===== src/logic/dpio_pkg.sv =====
// Package: register map, field positions, reset values and timing for the dual port IO block
//
// Overview of operation
// [RQ1] Pins selectable input/output, switchable pull-up
// [RQ2] Port A toggle wakes, gated by enable
// [RQ3] Port B toggle wakes, gated by enable
// [RQ4] Port A bit0 both edges raise interrupt
// [RQ5] Port B bit0 both edges raise interrupt
// [RQ6] Port A bit5 open-drain only, no pull-up
// [RQ7] Crystal use needs software clearing enable bits
// [RQ8] Fast wake resumes after 128 clock periods
// [RQ9] Bit5 reset mode: low level resets controller
package dpio_pkg;
  localparam int unsigned ADDR_W = 6;
  // Register byte offsets
  localparam logic [5:0] OFS_A_DATA = 6'h00;
  localparam logic [5:0] OFS_A_DIR = 6'h04;
  localparam logic [5:0] OFS_A_PULL = 6'h08;
  localparam logic [5:0] OFS_A_WAKE_EN = 6'h0c;
  localparam logic [5:0] OFS_A_PIN = 6'h10;
  localparam logic [5:0] OFS_B_DATA = 6'h14;
  localparam logic [5:0] OFS_B_DIR = 6'h18;
  localparam logic [5:0] OFS_B_PULL = 6'h1c;
  localparam logic [5:0] OFS_B_WAKE_EN = 6'h20;
  localparam logic [5:0] OFS_B_PIN = 6'h24;
  localparam logic [5:0] OFS_CTRL = 6'h28;
  localparam logic [5:0] OFS_IRQ_STAT = 6'h2c;
  localparam logic [5:0] OFS_IRQ_MASK = 6'h30;
  localparam logic [5:0] OFS_WAKE_STAT = 6'h34;
  // Reset values
  localparam logic [7:0] RST_PORT_BYTE = 8'h00;
  localparam logic [7:0] RST_WAKE_EN = 8'hff;
  localparam logic [1:0] RST_CTRL = 2'h0;
  localparam logic [1:0] RST_IRQ = 2'h0;
  // Field positions
  localparam int unsigned BIT_OD = 5;
  localparam int unsigned CTRL_STOP = 0;
  localparam int unsigned CTRL_RST_MODE = 1;
  localparam int unsigned IRQ_LINE_ZERO = 0;
  localparam int unsigned IRQ_LINE_ONE = 1;
  // Fast wake timing in system clock periods
  localparam int unsigned FAST_WAKE_TSYS = 128;
  localparam int unsigned FAST_WAKE_CYC = FAST_WAKE_TSYS;
  localparam int unsigned WAKE_CNT_W = 8;
  // Power sequencer states: running, stopped, resume delay
  typedef enum logic [1:0] {
    DPIO_RUN = 2'b00,
    DPIO_STOP = 2'b01,
    DPIO_WAKE = 2'b10
  } dpio_pwr_t;
endpackage


===== src/logic/dpio_port_if.sv =====
// Interface: one port's configuration and pin-side signals between top and port slice
`timescale 1ns/1ps
interface dpio_port_if #(parameter int unsigned W = 8);
  logic [W-1:0] out_val;
  logic [W-1:0] dir_out;
  logic [W-1:0] pull_en;
  logic [W-1:0] wake_en;
  logic [W-1:0] pad_in;
  logic [W-1:0] pad_o;
  logic [W-1:0] pad_oe_n;
  logic [W-1:0] pull_on;
  logic [W-1:0] pin_val;
  logic [W-1:0] toggle;
  modport top (output out_val, dir_out, pull_en, wake_en, pad_in,
               input pad_o, pad_oe_n, pull_on, pin_val, toggle);
  modport slice (input out_val, dir_out, pull_en, wake_en, pad_in,
                 output pad_o, pad_oe_n, pull_on, pin_val, toggle);
endinterface


===== src/logic/dpio_port_slice.sv =====
// Module: one 8-bit port, pad drive, pull-up, input capture and gated toggle detect
`timescale 1ns/1ps
module dpio_port_slice #(
  parameter int unsigned W = 8,
  parameter logic [7:0] OD_MASK = 8'h00
) (
  input wire logic clk_sys_i,
  input wire logic arst_n_i,
  input wire logic ce_i,
  dpio_port_if.slice p
);
  import dpio_pkg::*;
  logic [W-1:0] pin_q;

  // Open-drain bits only ever drive low; push-pull bits drive the data value
  always_comb begin
    for (int i = 0; i < W; i++) begin
      if (OD_MASK[i]) begin
        p.pad_o[i] = 1'b0; // RQ6
        p.pad_oe_n[i] = ~(p.dir_out[i] & ~p.out_val[i]); // RQ6
        p.pull_on[i] = 1'b0; // RQ6
      end else begin
        p.pad_o[i] = p.out_val[i]; // RQ1
        p.pad_oe_n[i] = ~p.dir_out[i]; // RQ1
        p.pull_on[i] = p.pull_en[i] & ~p.dir_out[i]; // RQ1
      end
    end
  end

  // Registered pin sample for reads and edge detection
  always_ff @(posedge clk_sys_i or negedge arst_n_i) begin
    if (!arst_n_i) begin
      pin_q <= '0;
    end else if (ce_i) begin
      pin_q <= p.pad_in;
    end
  end

  assign p.pin_val = pin_q;
  // Toggle gated per pin by the wake enable so disabled pins never leak events
  assign p.toggle = (pin_q ^ p.pad_in) & p.wake_en; // RQ2 RQ3
endmodule


===== src/logic/dpio_top.sv =====
// Module: dual 8-bit GPIO ports with wake-up, two edge interrupts, Avalon-MM slave
`timescale 1ns/1ps
module dpio_top #(
  parameter int unsigned W = 8
) (
  input wire logic clk_sys_i,
  input wire logic arst_n_i,
  input wire logic ce_i,
  input wire logic [dpio_pkg::ADDR_W-1:0] avs_address_i,
  input wire logic avs_read_i,
  input wire logic avs_write_i,
  input wire logic [31:0] avs_writedata_i,
  input wire logic [3:0] avs_byteenable_i,
  output logic [31:0] avs_readdata_o,
  output logic avs_waitrequest_o,
  input wire logic [W-1:0] port_a_pad_i,
  output logic [W-1:0] port_a_pad_o,
  output logic [W-1:0] port_a_pad_oe_n_o,
  output logic [W-1:0] port_a_pull_o,
  input wire logic [W-1:0] port_b_pad_i,
  output logic [W-1:0] port_b_pad_o,
  output logic [W-1:0] port_b_pad_oe_n_o,
  output logic [W-1:0] port_b_pull_o,
  output logic irq_o,
  output logic sys_stopped_o,
  output logic wake_o,
  output logic hw_reset_req_o
);
  import dpio_pkg::*;

  logic [W-1:0] a_data, a_dir, a_pull, a_wake_en;
  logic [W-1:0] b_data, b_dir, b_pull, b_wake_en;
  logic [1:0] ctrl;
  logic [1:0] irq_stat;
  logic [1:0] irq_mask;
  logic [1:0] wake_stat;
  logic rd_pend;
  logic [31:0] rd_data;
  logic wr_go;
  logic rd_go;
  logic [W-1:0] a_data_rd;
  logic edge_zero;
  logic edge_one;
  logic any_wake;
  logic stop_req;
  dpio_pwr_t pwr_state;
  dpio_pwr_t next_pwr_state;
  logic [WAKE_CNT_W-1:0] wake_cnt;
  logic [W-1:0] a_pad_in_eff;
  // Decoded bus strobe, read decode and flag set terms
  logic [W-1:0] b_data_rd;
  logic [31:0] next_rd_data;
  logic wr_lane0;
  logic [1:0] irq_set;
  logic [1:0] wake_set;

  dpio_port_if #(.W(W)) pa ();
  dpio_port_if #(.W(W)) pb ();

  // Port A carries the open-drain bit; port B is all push-pull
  dpio_port_slice #(.W(W), .OD_MASK(8'h20)) u_port_a (
    .clk_sys_i(clk_sys_i),
    .arst_n_i(arst_n_i),
    .ce_i(ce_i),
    .p(pa)
  );
  dpio_port_slice #(.W(W), .OD_MASK(8'h00)) u_port_b (
    .clk_sys_i(clk_sys_i),
    .arst_n_i(arst_n_i),
    .ce_i(ce_i),
    .p(pb)
  );

  // In reset mode bit 5 is masked to high so it never reads as data nor wakes
  always_comb begin
    a_pad_in_eff = port_a_pad_i;
    if (ctrl[CTRL_RST_MODE]) begin
      a_pad_in_eff[BIT_OD] = 1'b1; // RQ9
    end
  end

  // Port A configuration into its slice, bit 5 released in reset mode
  assign pa.out_val = a_data;
  assign pa.dir_out = ctrl[CTRL_RST_MODE] ? (a_dir & ~(8'h01 << BIT_OD)) : a_dir; // RQ9
  assign pa.pull_en = a_pull;
  assign pa.wake_en = a_wake_en; // RQ2
  assign pa.pad_in = a_pad_in_eff;
  // Port B configuration into its slice
  assign pb.out_val = b_data;
  assign pb.dir_out = b_dir;
  assign pb.pull_en = b_pull;
  assign pb.wake_en = b_wake_en; // RQ3
  assign pb.pad_in = port_b_pad_i;

  // Pad-side outputs come straight from the slices
  assign port_a_pad_o = pa.pad_o;
  assign port_a_pad_oe_n_o = pa.pad_oe_n;
  assign port_a_pull_o = pa.pull_on;
  assign port_b_pad_o = pb.pad_o;
  assign port_b_pad_oe_n_o = pb.pad_oe_n;
  assign port_b_pull_o = pb.pull_on;

  // Active-low level on bit 5 resets the controller while reset mode is on
  assign hw_reset_req_o = ctrl[CTRL_RST_MODE] & ~port_a_pad_i[BIT_OD]; // RQ9

  // Interrupt edges are taken on both directions, independent of wake enable
  assign edge_zero = pa.pin_val[0] ^ a_pad_in_eff[0]; // RQ4
  assign edge_one = pb.pin_val[0] ^ port_b_pad_i[0]; // RQ5
  assign irq_set = {edge_one, edge_zero};
  assign any_wake = |pa.toggle | |pb.toggle; // RQ2 RQ3
  // Wake cause per port, bit 0 port A and bit 1 port B
  assign wake_set = {|pb.toggle, |pa.toggle};

  // Bus strobes: writes take effect at once, reads answer one cycle later
  assign wr_go = avs_write_i & ~avs_read_i;
  assign rd_go = avs_read_i & ~avs_write_i & ~rd_pend;
  // Read with write is refused without a stall, else the master would hang
  assign avs_waitrequest_o = avs_read_i & ~avs_write_i & ~rd_pend;
  assign avs_readdata_o = rd_data;
  assign wr_lane0 = wr_go & avs_byteenable_i[0];
  assign stop_req = wr_lane0 & (avs_address_i == OFS_CTRL)
                    & avs_writedata_i[CTRL_STOP];

  // Read pending flag so each read answers after exactly one wait cycle
  always_ff @(posedge clk_sys_i or negedge arst_n_i) begin
    if (!arst_n_i) begin
      rd_pend <= 1'b0;
    end else if (ce_i) begin
      rd_pend <= rd_go;
    end
  end

  // Port A data read returns output latch for pins with direction set, pin level otherwise
  assign a_data_rd = (a_dir & a_data) | (~a_dir & pa.pin_val);
  // Port B data read follows the same rule
  assign b_data_rd = (b_dir & b_data) | (~b_dir & pb.pin_val);

  // Read data decode, unmapped offsets read as zero
  always_comb begin
    next_rd_data = '0;
    if (avs_address_i == OFS_A_DATA) begin
      next_rd_data = {24'h000000, a_data_rd};
    end else if (avs_address_i == OFS_A_DIR) begin
      next_rd_data = {24'h000000, a_dir};
    end else if (avs_address_i == OFS_A_PULL) begin
      next_rd_data = {24'h000000, a_pull};
    end else if (avs_address_i == OFS_A_WAKE_EN) begin
      next_rd_data = {24'h000000, a_wake_en};
    end else if (avs_address_i == OFS_A_PIN) begin
      next_rd_data = {24'h000000, pa.pin_val};
    end else if (avs_address_i == OFS_B_DATA) begin
      next_rd_data = {24'h000000, b_data_rd};
    end else if (avs_address_i == OFS_B_DIR) begin
      next_rd_data = {24'h000000, b_dir};
    end else if (avs_address_i == OFS_B_PULL) begin
      next_rd_data = {24'h000000, b_pull};
    end else if (avs_address_i == OFS_B_WAKE_EN) begin
      next_rd_data = {24'h000000, b_wake_en};
    end else if (avs_address_i == OFS_B_PIN) begin
      next_rd_data = {24'h000000, pb.pin_val};
    end else if (avs_address_i == OFS_CTRL) begin
      next_rd_data = {30'h0, ctrl};
    end else if (avs_address_i == OFS_IRQ_STAT) begin
      next_rd_data = {30'h0, irq_stat};
    end else if (avs_address_i == OFS_IRQ_MASK) begin
      next_rd_data = {30'h0, irq_mask};
    end else if (avs_address_i == OFS_WAKE_STAT) begin
      next_rd_data = {30'h0, wake_stat};
    end
  end

  // Read data register, stands until the next accepted read
  always_ff @(posedge clk_sys_i or negedge arst_n_i) begin
    if (!arst_n_i) begin
      rd_data <= '0;
    end else if (ce_i && rd_go) begin
      rd_data <= next_rd_data;
    end
  end

  // Port A configuration registers, byte lane 0 only
  always_ff @(posedge clk_sys_i or negedge arst_n_i) begin
    if (!arst_n_i) begin
      a_data <= RST_PORT_BYTE;
      a_dir <= RST_PORT_BYTE;
      a_pull <= RST_PORT_BYTE;
      a_wake_en <= RST_WAKE_EN;
    end else if (ce_i && wr_lane0) begin
      if (avs_address_i == OFS_A_DATA) begin
        a_data <= avs_writedata_i[7:0]; // RQ1
      end else if (avs_address_i == OFS_A_DIR) begin
        a_dir <= avs_writedata_i[7:0]; // RQ1
      end else if (avs_address_i == OFS_A_PULL) begin
        a_pull <= avs_writedata_i[7:0] & ~(8'h01 << BIT_OD); // RQ6
      end else if (avs_address_i == OFS_A_WAKE_EN) begin
        // Crystal users clear bits 7 and 6 here
        a_wake_en <= avs_writedata_i[7:0]; // RQ7
      end
    end
  end

  // Port B configuration registers, all push-pull so no bit is forced
  always_ff @(posedge clk_sys_i or negedge arst_n_i) begin
    if (!arst_n_i) begin
      b_data <= RST_PORT_BYTE;
      b_dir <= RST_PORT_BYTE;
      b_pull <= RST_PORT_BYTE;
      b_wake_en <= RST_WAKE_EN;
    end else if (ce_i && wr_lane0) begin
      if (avs_address_i == OFS_B_DATA) begin
        b_data <= avs_writedata_i[7:0]; // RQ1
      end else if (avs_address_i == OFS_B_DIR) begin
        b_dir <= avs_writedata_i[7:0]; // RQ1
      end else if (avs_address_i == OFS_B_PULL) begin
        b_pull <= avs_writedata_i[7:0]; // RQ1
      end else if (avs_address_i == OFS_B_WAKE_EN) begin
        b_wake_en <= avs_writedata_i[7:0]; // RQ3
      end
    end
  end

  // Reset mode bit; stop bit is a write-only command and reads back as state
  always_ff @(posedge clk_sys_i or negedge arst_n_i) begin
    if (!arst_n_i) begin
      ctrl <= RST_CTRL;
    end else if (ce_i) begin
      ctrl[CTRL_STOP] <= (next_pwr_state == DPIO_STOP);
      if (wr_go && avs_byteenable_i[0] && avs_address_i == OFS_CTRL) begin
        ctrl[CTRL_RST_MODE] <= avs_writedata_i[CTRL_RST_MODE]; // RQ9
      end
    end
  end

  // Sticky edge flags; a new edge wins over a write-one clear
  always_ff @(posedge clk_sys_i or negedge arst_n_i) begin
    if (!arst_n_i) begin
      irq_stat <= RST_IRQ;
    end else if (ce_i) begin
      if (wr_go && avs_byteenable_i[0] && avs_address_i == OFS_IRQ_STAT) begin
        irq_stat <= irq_stat & ~avs_writedata_i[1:0] | irq_set; // RQ4 RQ5
      end else begin
        irq_stat <= irq_stat | irq_set; // RQ4 RQ5
      end
    end
  end

  // Interrupt mask register
  always_ff @(posedge clk_sys_i or negedge arst_n_i) begin
    if (!arst_n_i) begin
      irq_mask <= RST_IRQ;
    end else if (ce_i && wr_go && avs_byteenable_i[0] && avs_address_i == OFS_IRQ_MASK) begin
      irq_mask <= avs_writedata_i[1:0];
    end
  end

  // Level interrupt while any unmasked flag is set
  always_ff @(posedge clk_sys_i or negedge arst_n_i) begin
    if (!arst_n_i) begin
      irq_o <= 1'b0;
    end else if (ce_i) begin
      irq_o <= |(irq_stat & irq_mask);
    end
  end

  // Sticky wake cause per port, write one to clear, set wins
  always_ff @(posedge clk_sys_i or negedge arst_n_i) begin
    if (!arst_n_i) begin
      wake_stat <= RST_IRQ;
    end else if (ce_i) begin
      if (wr_go && avs_byteenable_i[0] && avs_address_i == OFS_WAKE_STAT) begin
        wake_stat <= wake_stat & ~avs_writedata_i[1:0] | wake_set; // RQ2 RQ3
      end else begin
        wake_stat <= wake_stat | wake_set; // RQ2 RQ3
      end
    end
  end

  // Power sequencer: stop, then toggle, then fixed resume delay
  always_comb begin
    next_pwr_state = pwr_state;
    case (pwr_state)
      DPIO_RUN: begin
        if (stop_req) begin
          next_pwr_state = DPIO_STOP;
        end
      end
      DPIO_STOP: begin
        if (any_wake) begin
          next_pwr_state = DPIO_WAKE; // RQ2 RQ3
        end
      end
      DPIO_WAKE: begin
        if (wake_cnt == WAKE_CNT_W'(FAST_WAKE_CYC - 1)) begin
          next_pwr_state = DPIO_RUN; // RQ8
        end
      end
      default: begin
        next_pwr_state = DPIO_RUN;
      end
    endcase
  end

  // Power state register
  always_ff @(posedge clk_sys_i or negedge arst_n_i) begin
    if (!arst_n_i) begin
      pwr_state <= DPIO_RUN;
    end else if (ce_i) begin
      pwr_state <= next_pwr_state;
    end
  end

  // Resume delay counter, cleared outside the wake state
  always_ff @(posedge clk_sys_i or negedge arst_n_i) begin
    if (!arst_n_i) begin
      wake_cnt <= '0;
    end else if (ce_i) begin
      if (pwr_state == DPIO_WAKE) begin
        wake_cnt <= wake_cnt + 1'b1; // RQ8
      end else begin
        wake_cnt <= '0;
      end
    end
  end

  // Stopped holds from the stop command until the full delay has run
  always_ff @(posedge clk_sys_i or negedge arst_n_i) begin
    if (!arst_n_i) begin
      sys_stopped_o <= 1'b0;
    end else if (ce_i) begin
      sys_stopped_o <= (next_pwr_state != DPIO_RUN); // RQ8
    end
  end

  // Wake pulses for one cycle on the resume edge
  always_ff @(posedge clk_sys_i or negedge arst_n_i) begin
    if (!arst_n_i) begin
      wake_o <= 1'b0;
    end else if (ce_i) begin
      wake_o <= (pwr_state == DPIO_WAKE) && (next_pwr_state == DPIO_RUN); // RQ8
    end
  end
endmodule

===== config.mk =====
export PLATFORM = sky130hd
export DESIGN_NAME = dpio_top
export DESIGN_NICKNAME = d
export VERILOG_FILES = /design/src/logic/dpio_pkg.sv /design/src/logic/dpio_port_if.sv /design/src/logic/dpio_port_slice.sv /design/src/logic/dpio_top.sv
export SDC_FILE = /design/constraint.sdc
export NUM_CORES = 1
export LEC_CHECK = 0
export BUFFER_PORTS_ARGS = -buffer_cell sky130_fd_sc_hd__buf_2
export CORE_UTILIZATION = 58
export CTS_CLUSTER_SIZE = 28
export DETAILED_ROUTE_END_ITERATION = 7
export HOLD_SLACK_MARGIN = 0.12
export MAX_ROUTING_LAYER = met4
export PLACE_DENSITY = 0.86
export RECOVER_POWER = 100
export SLEW_MARGIN = 20
export SYNTH_ARGS = -nofsm -noshare
export SYNTH_HDL_FRONTEND = slang
export SYNTH_SLANG_ARGS = --single-unit

===== constraint.sdc =====
create_clock -name clk_sys_i -period 3.7 [get_ports clk_sys_i]
set_input_delay 0.37 -clock clk_sys_i [delete_from_list [all_inputs] [get_ports clk_sys_i]]
set_output_delay 0.37 -clock clk_sys_i [all_outputs]
set_load 0.03 [all_outputs]

# Yosys cells after proc, flatten, opt, wreduce, memory -nomap -nowiden
# Index checks and enable logic that the tools add are counted.
[op_classes]
addsub = 1
eq_ne = 17
n_mux = 23
bitwise_logic = 73
n_reduce_logical = 26
[ops]
columns = ["operator", "n"]
rows = [
  ["$mux 32", 4],
  ["$mux 8", 7],
  ["$and 8x8->8", 6],
  ["$eq 6x6->1 const B", 6],
  ["$not 1->1", 27],
  ["$eq 6x5->1 const B", 4],
  ["$and 1x1->1", 23],
  ["$mux 2", 9],
  ["$not 8->8", 2],
  ["$or 8x8->8", 2],
  ["$reduce_or 8->1", 2],
  ["$xor 8x8->8", 2],
  ["$eq 6x4->1 const B", 2],
  ["$logic_and 1x1->1", 10],
  ["$reduce_and 5->1", 2],
  ["$add 8x1->8 const B", 1],
  ["$eq 8x7->1 const B", 1],
  ["$or 2x2->2", 4],
  ["$reduce_and 4->1", 2],
  ["$and 2x2->2", 3],
  ["$eq 6x3->1 const B", 1],
  ["$logic_not 6->1", 1],
  ["$mux 6", 1],
  ["$pmux 2 s3", 1],
  ["11 further kinds", 17],
]
[word_totals]
reg_bits = 133
in_bits = 63
output_inout_bits = 85
word_cells = 162

# Depth between registers and ports, before layout
# Gate-level depths: netlist (run 1).
[depth]
depth_word = 15
mapped_depth = 8
mapped_depth_nobuf = 6

# Hierarchy
# A second synthesis (run 1) with hierarchy kept.
[hier_totals]
hier_cells = 598
area_unflattened_um2 = 6434.9
[modules_own_cells]
columns = ["mod", "instances", "cells_per_inst", "area_each_um2", "seq_area_each_um2"]
rows = [
  ["dpio_top", 1, 483, 5243.8, 2347.3],
  ["dpio_port_slice (u_port_a)", 1, 58, 599.3, 200.2],
  ["dpio_port_slice (u_port_b)", 1, 57, 591.8, 200.2],
]

# Worst setup path after synthesis (run 1)
# Ideal clock, no wire load.
[synth_timing]
kind = "input -> register"
from = "input avs_address_i[4] (netlist bit)"
to = "register a_pull[2]"
setup_ns = 0.125
arrival_ns = 1.702
required_time_ns = 3.575
slack_ns = 1.874
path_stages = 6
path_buffers = 2
path_cell_list = "buf_6 > nor4_1 > buf_2 > nand2_1 > nor2_2 > mux2_2"
[synth_via]
elab_chain_cells = 3
elab_cells_between_ends = 6
classes_between = "2 x eq/ne; 2 x bitwise; 2 x reduce/logical"
[synth_lines]
columns = ["element", "line", "rtl"]
rows = [
  ["from (decl)", "dpio_top.sv:9", "input wire logic [dpio_pkg::ADDR_W-1:0] avs_address_i,"],
  ["$eq 6x3->1 / $logic_not 6->1 (equally long branches)", "dpio_top.sv:191, dpio_top.sv:189", ""],
  ["$not 1->1 (no source line)", "n/a", ""],
  ["$reduce_and 4->1 (no source line) (*)", "n/a", ""],
  ["to (signal assigned)", "dpio_top.sv:194", "a_pull <= avs_writedata_i[7:0] & ~(8'h01 << BIT_OD);"],
  ["to (decl)", "dpio_top.sv:31", "logic [W-1:0] a_data, a_dir, a_pull, a_wake_en;"],
]
# Every way passes the cells marked *; elsewhere a longest branch is shown, timed or not.
# A chain may end at the register's enable or synchronous reset.

# Final worst setup path (run 1)
[layout_timing]
from = "input avs_address_i[1] (netlist bit)"
to = "register a_pull[1]"
# The elaborated chain is that of the path after synthesis.

==> results_dict.tcl, run 1 <==
set metrics [dict create \
    powerDensity_nw_per_um2 399 \
    synth_top_area_frac 0.388 \
    fin_area_um2 6520 \
    synth_cells 557 \
    syn_to_final_growth_pct 8.61 \
    grt_max_degree 59 \
    grtUsageTotal 0.309 \
    p_leak_nw 2.86 \
    synthTopCellsByArea "dfrtp_1 (39%), mux2_2 (15%), dfstp_2 (7.0%)" \
    crit_path_start_kind "input port" \
    hold_depth 2 \
    die_area_um2 10800 \
    max_cap_viol_count 0 \
    place_area_um2 6440 \
    ant_nets 0 \
    hold_end "u_port_b.p.pin_val[0]" \
    cts_root_buffer "clkbuf_8" \
    rsz0062_at_grt "false" \
    overflow 0 \
    hpwl_um 11200 \
    drv_slew 0 \
    ys_async_sr_fraction 1.00 \
    ys_types 66 \
    ios 148 \
    peakVddDrop_v 0.000282 \
    clock_path_buffers 2 \
    io_buffers 94 \
    fin_crit_ns 2.94 \
    worst_clock_skew_ns 0.0114 \
    drt-initial-drc-count 369 \
    drt_wl_total_um 15700 \
    status "complete, no violations" \
    yosysMostFrequentCell "dfrtp_1" \
    wl_per_cell_um 20.3 \
    period_share 0.794 \
    reg2reg_depth 6 \
    n_fill_cell 824 \
    antenna_found_initial 0 \
    die_w_um 104 \
    maxClockFrequency_mhz 340 \
    synth_common_cells "dfrtp_1 (93), mux2_2 (78), buf_4 (33), nand2_1 (33), o21ai_0 (28)" \
    gp_congestion 0.894 \
    vias_per_cell 6.18 \
    post_cts_buffers 0 \
    place_worst_setup_slack_ns 0.992 \
    layout-drive-gt1-share 0.249 \
    tritoncts "built" \
    synth-warning-count 0 \
    worstSkewPairLatency_ns 0.38 \
    antenna_cells 0 \
    worst_hold_slack_ns 0.241 \
    coreArea_um2 9910 \
    r2r_slack_ns 1.63 \
    worstReg2RegEnd "avs_readdata_o[6]" \
    holdCritStartpoint "port_b_pad_i[0]" \
    synthFlopType "dfrtp_1" \
    start_util 0.605 \
    cts_buffers 9 \
    rows 36 \
    cts.htree.levels 3 \
    slew_headroom 0.0354 \
    critPathMaxFanout 7 \
    clkTransAtPathRegs_ns 0.11 \
    grt_first_pass_wirelength_um 25000 \
    tightest_slew_ns 1.45 \
    arrival_ns 3.21 \
    die_y_um 104 \
    critPathRequiredTime_ns 3.97 \
    drc 0 \
    cts_sinks 109 \
    yosysSeqAreaShare 0.458 \
    synth_area_leader_cell "dfrtp_1" \
    r2r-start "rd_pend" \
    dr.pass1.iters 7 \
    crit_type "in -> reg" \
    timing.final.hold_violations 0 \
    hp-class "in -> reg" \
    synth_area_per_cell_um2 10.8 \
    synth-edff-count 0 \
    grt_pass1_vias 4745 \
    fin_ws_ns 0.763 \
    finalSetupViolations 0 \
    final.setup.tns_ns 0 \
    ys_ff_latch 109 \
    crit_path_end_kind "register" \
    fin_nets 701 \
    vias 4787 \
    syn_area_um2 6000 \
]
-- placed cells by master, fill, tap and decap left out, types with 19 or more instances in the layout --
cell and n:
conb_1 26, a21oi_1 27, nand2_1 35, dfrtp_1 93, buf_2 32, clkbuf_1 63
nor2b_1 19, mux2_2 78, inv_1 20, o21ai_0 31
-- logic make-up (layout without fill, tap and decap cells) --
| group | Yosys count | count (layout) | synth area share |
|---|---|---|---|
| AND/OR/NAND/NOR | 134 | 134 | 0.130 |
| AO/OA/AOI/OAI | 121 | 121 | 0.137 |
| flip-flops | 109 | 109 | 0.458 |
| multiplexers | 94 | 94 | 0.173 |
| buffers and inverters | 80 | 140 | 0.0747 |
| XOR/XNOR | 17 | 17 | 0.0248 |
| adder cells (fa/ha/maj) | 1 | 1 | 0.00209 |
| other | 1 | 26 | 0.000625 |
-- where the power goes --
part | leakage (nW) | internal, mW | switching [mW] | total, mW
clock | 0.0951 | 0.335 | 0.435 | 0.770
combinational | 1.42 | 0.155 | 0.314 | 0.469
sequential | 1.35 | 1.28 | 0.0804 | 1.36
-- stage by stage --
stage / utilization / std cells / total power [mW]
after floorplan: - / 582 / 1.71
after global placement: 0.650 / 758 / 1.84
after detailed placement: 0.650 / 758 / 1.86
after CTS: 0.672 / 775 / 2.61
after global routing: 0.657 / 775 / 2.70
final: 0.657 / 775 / 2.60
-- cell type report --
type	count	area (µm²)	area share
repair buffers	103	457	0.0701
multi-input cells	393	2860	0.439
well taps	133	166	0.0255
clock buffers	10	138	0.0211
inverters	21	78.8	0.0121
clock inverters	6	70.1	0.0108
flip-flops and latches	109	2750	0.422
-- worst max path at each step --
stage | from | endpoint | slack, ns | cells after the start
2_1_floorplan | avs_address_i[4] | a_pull[2] | 1.87 | 6
3_3_place_gp | avs_address_i[2] | a_pull[7] | 1.07 | 5
3_5_place_dp | avs_address_i[2] | a_pull[4] | 0.99 | 5
4_1_cts | avs_address_i[2] | a_pull[4] | 1.42 | 5
5_1_grt | avs_address_i[2] | a_data[1] | 0.68 | 6
6_report | avs_address_i[1] | a_pull[1] | 0.76 | 5
-- per-layer routing --
| metal | GRT usage | routed length (µm) | vias up |
|---|---|---|---|
| li1 | - | - | 2117 |
| met1 | 0.395 | 6420 | 2365 |
| met2 | 0.498 | 7700 | 267 |
| met3 | 0.0485 | 1150 | 38 |
| met4 | 0.122 | 439 | 0 |
| met5 | - | 0 | - |
-- repair_timing --
item / CTS / global route
endpoints found under the hold margin: 52 / 0
hold buffers: 1 / 0
resized for setup: 0 / 0
-- worst max-delay path: stages --
cell	delay, ns
clkbuf_1	0.16
nor4_1	1.15
nand2_1	0.32
nor2_1	0.78
mux2_2	0.42
Power figures use the tool's default switching activity.
==> run 2: changes to the inputs <==
Settings changed: CORE_UTILIZATION 58 to 54, PLACE_DENSITY 0.86 to 0.81.
Clock period 3.7 ns to 2.83 ns, I/O delays scaled along.
==> run 2 against run 1 <==
Compared with the run above:
- final cell count grew 1.3%
- sequential share of layout area shrank 0.27 points
- register-to-register slack lost 1.0 ns
- largest power group unchanged
- critical path depth is the same
- design area grew 0.63%
- non-clock buffer count grew 3
- setup slack lost 0.19 ns
- global-route usage shrank 2.1 points
==> results_dict.tcl, run 2 (synthesis results as in run 1) <==
set metrics [dict create \
    critPathRequiredTime_ns 3.10 \
    grtUsageTotal 0.289 \
    grt_pass1_vias 4681 \
    final_cell_mix "dfrtp_1 (93), mux2_2 (78), clkbuf_1 (63), nand2_1 (36), buf_2 (33)" \
    drt_wl_total_um 15300 \
    hpwl_um 11300 \
    n_fill_cell 930 \
    die_w_um 107 \
    slowest_stage "or4b_1" \
    cts_buffers 9 \
    fin_crit_ns 2.25 \
    layout.cells.most_common "dfrtp_1" \
    final.setup.tns_ns 0 \
    clkTransAtPathRegs_ns 0.11 \
    crit_path_end_kind "register" \
    crit_path_start_kind "input port" \
    gp_congestion 0.985 \
    layout-drive-gt1-share 0.251 \
    crit_path_max_incr_delay_ns 0.74 \
    hp-class "in -> reg" \
    coreArea_um2 10800 \
    fin_nets 704 \
    worst_clock_skew_ns 0.00970 \
    drt-initial-drc-count 371 \
    crit_type "in -> reg" \
    maxClockFrequency_mhz 443 \
    critPathMaxFanout 8 \
    p_leak_nw 2.89 \
    rsz0062_at_grt "false" \
    tightest_slew_ns 0.993 \
    dr.pass1.iters 6 \
    worstSkewPairLatency_ns 0.38 \
    arrival_ns 2.53 \
    ios 148 \
    pwr-share-seq 0.525 \
    post_cts_buffers 0 \
    start_util 0.553 \
    max_cap_viol_count 0 \
    clockPowerShare 0.291 \
    worst_hold_slack_ns 0.163 \
    slew_headroom 0.338 \
    status "complete, no violations" \
    vias 4772 \
    powerDensity_nw_per_um2 515 \
    cts_root_buffer "clkbuf_8" \
    swShare 0.318 \
    final_cells 785 \
    wl_per_cell_um 19.5 \
    clock_path_buffers 2 \
    antenna_found_initial 0 \
    antenna_cells 0 \
    tritoncts "built" \
    grt_first_pass_wirelength_um 24500 \
    ant_nets 0 \
    p_int_mw 2.30 \
    grt_max_degree 49 \
    period_share 0.797 \
    regArea_um2 2750 \
    placed_cells 768 \
    place_area_um2 6490 \
    cts_resized 0 \
    peakVddDrop_v 0.000356 \
    rows 38 \
    die_area_um2 11500 \
    drc 0 \
    fin_area_um2 6560 \
    syn_to_final_growth_pct 9.30 \
    timing.final.hold_violations 0 \
    p_switching_mw 1.08 \
    overflow 0 \
    cts.htree.levels 3 \
    io_buffers 94 \
    vias_per_cell 6.08 \
    combPwrFrac 0.183 \
    die_y_um 107 \
    crit_chain "clkbuf_1 > or4b_1 > nor2_1 > nand2_1 > mux2_2" \
    multi_input_area_um2 2860 \
    finalSetupViolations 0 \
    cts_sinks 109 \
    drv_slew 0 \
]
-- run 2: cell types whose count changed in the layout (fill, tap and decap cells not counted), sizes merged --
cell,change
buf,+3
clkinvlp,-3
clkinv,+3
clkbuf,-1
inv,+1
-- run 2: critical path: cells and delay by family --
family / cells / cell delay (ns)
buffers and inverters: 1 / 0.15
AND/OR/NAND/NOR: 3 / 1.70
multiplexers: 1 / 0.39
-- run 2: per-stage QoR --
step                power (mW)   util  worst slack (ns)
floorplan                 2.24      -              1.09
global placement          2.42  0.598             0.552
detailed placement        2.44  0.598             0.526
CTS                       3.41  0.618             0.918
global route              3.52  0.605             0.461
finish                    3.38  0.605             0.575
-- run 2: layout make-up --
type | instances | area share
well taps | 140 | 0.0267
repair buffers | 106 | 0.0746
clock inverters | 7 | 0.0126
clock buffers | 9 | 0.0189
inverters | 21 | 0.0120
flip-flops and latches | 109 | 0.419
multi-input cells | 393 | 0.436
-- run 2: final timing paths --
kind / start / to / slack (ns) / cells after the start
max: avs_address_i[1] / b_data[2] / 0.58 / 5
min: port_a_pad_i[2] / u_port_a.p.pin_val[2] / 0.16 / 2
max reg2reg: rd_pend / avs_readdata_o[0] / 0.63 / 5
min reg2reg: wake_stat[1] / wake_stat[1] / 0.52 / 1
max in group asynchronous: arst_n_i / avs_readdata_o[1] / 1.35 / 3
min in group asynchronous: arst_n_i / sys_stopped_o / 0.60 / 2
-- run 2: routing by layer --
metal  track usage  wire, µm  up-vias  part of all wire
met4        0.0832       432        0             0.028
met2         0.476      7500      247              0.49
met1         0.366      6150     2356              0.40
met5             -         0        -                 0
li1              -         -     2124                 -
met3        0.0527      1180       45             0.077
-- run 2: power groups by stage --
stage	registers, mW	clock network [mW]	logic [mW]
3_3_place_gp	1.80	0	0.616
2_1_floorplan	1.84	0	0.392
4_1_cts	1.78	1.00	0.637
5_1_grt	1.79	1.06	0.672
6_report	1.78	0.984	0.619
3_5_place_dp	1.81	0	0.632
-- run 2: repair_timing --
item                                   CTS  global route
endpoints found under the hold margin   36             0
setup endpoints to repair                0             0
hold buffers                             1             0
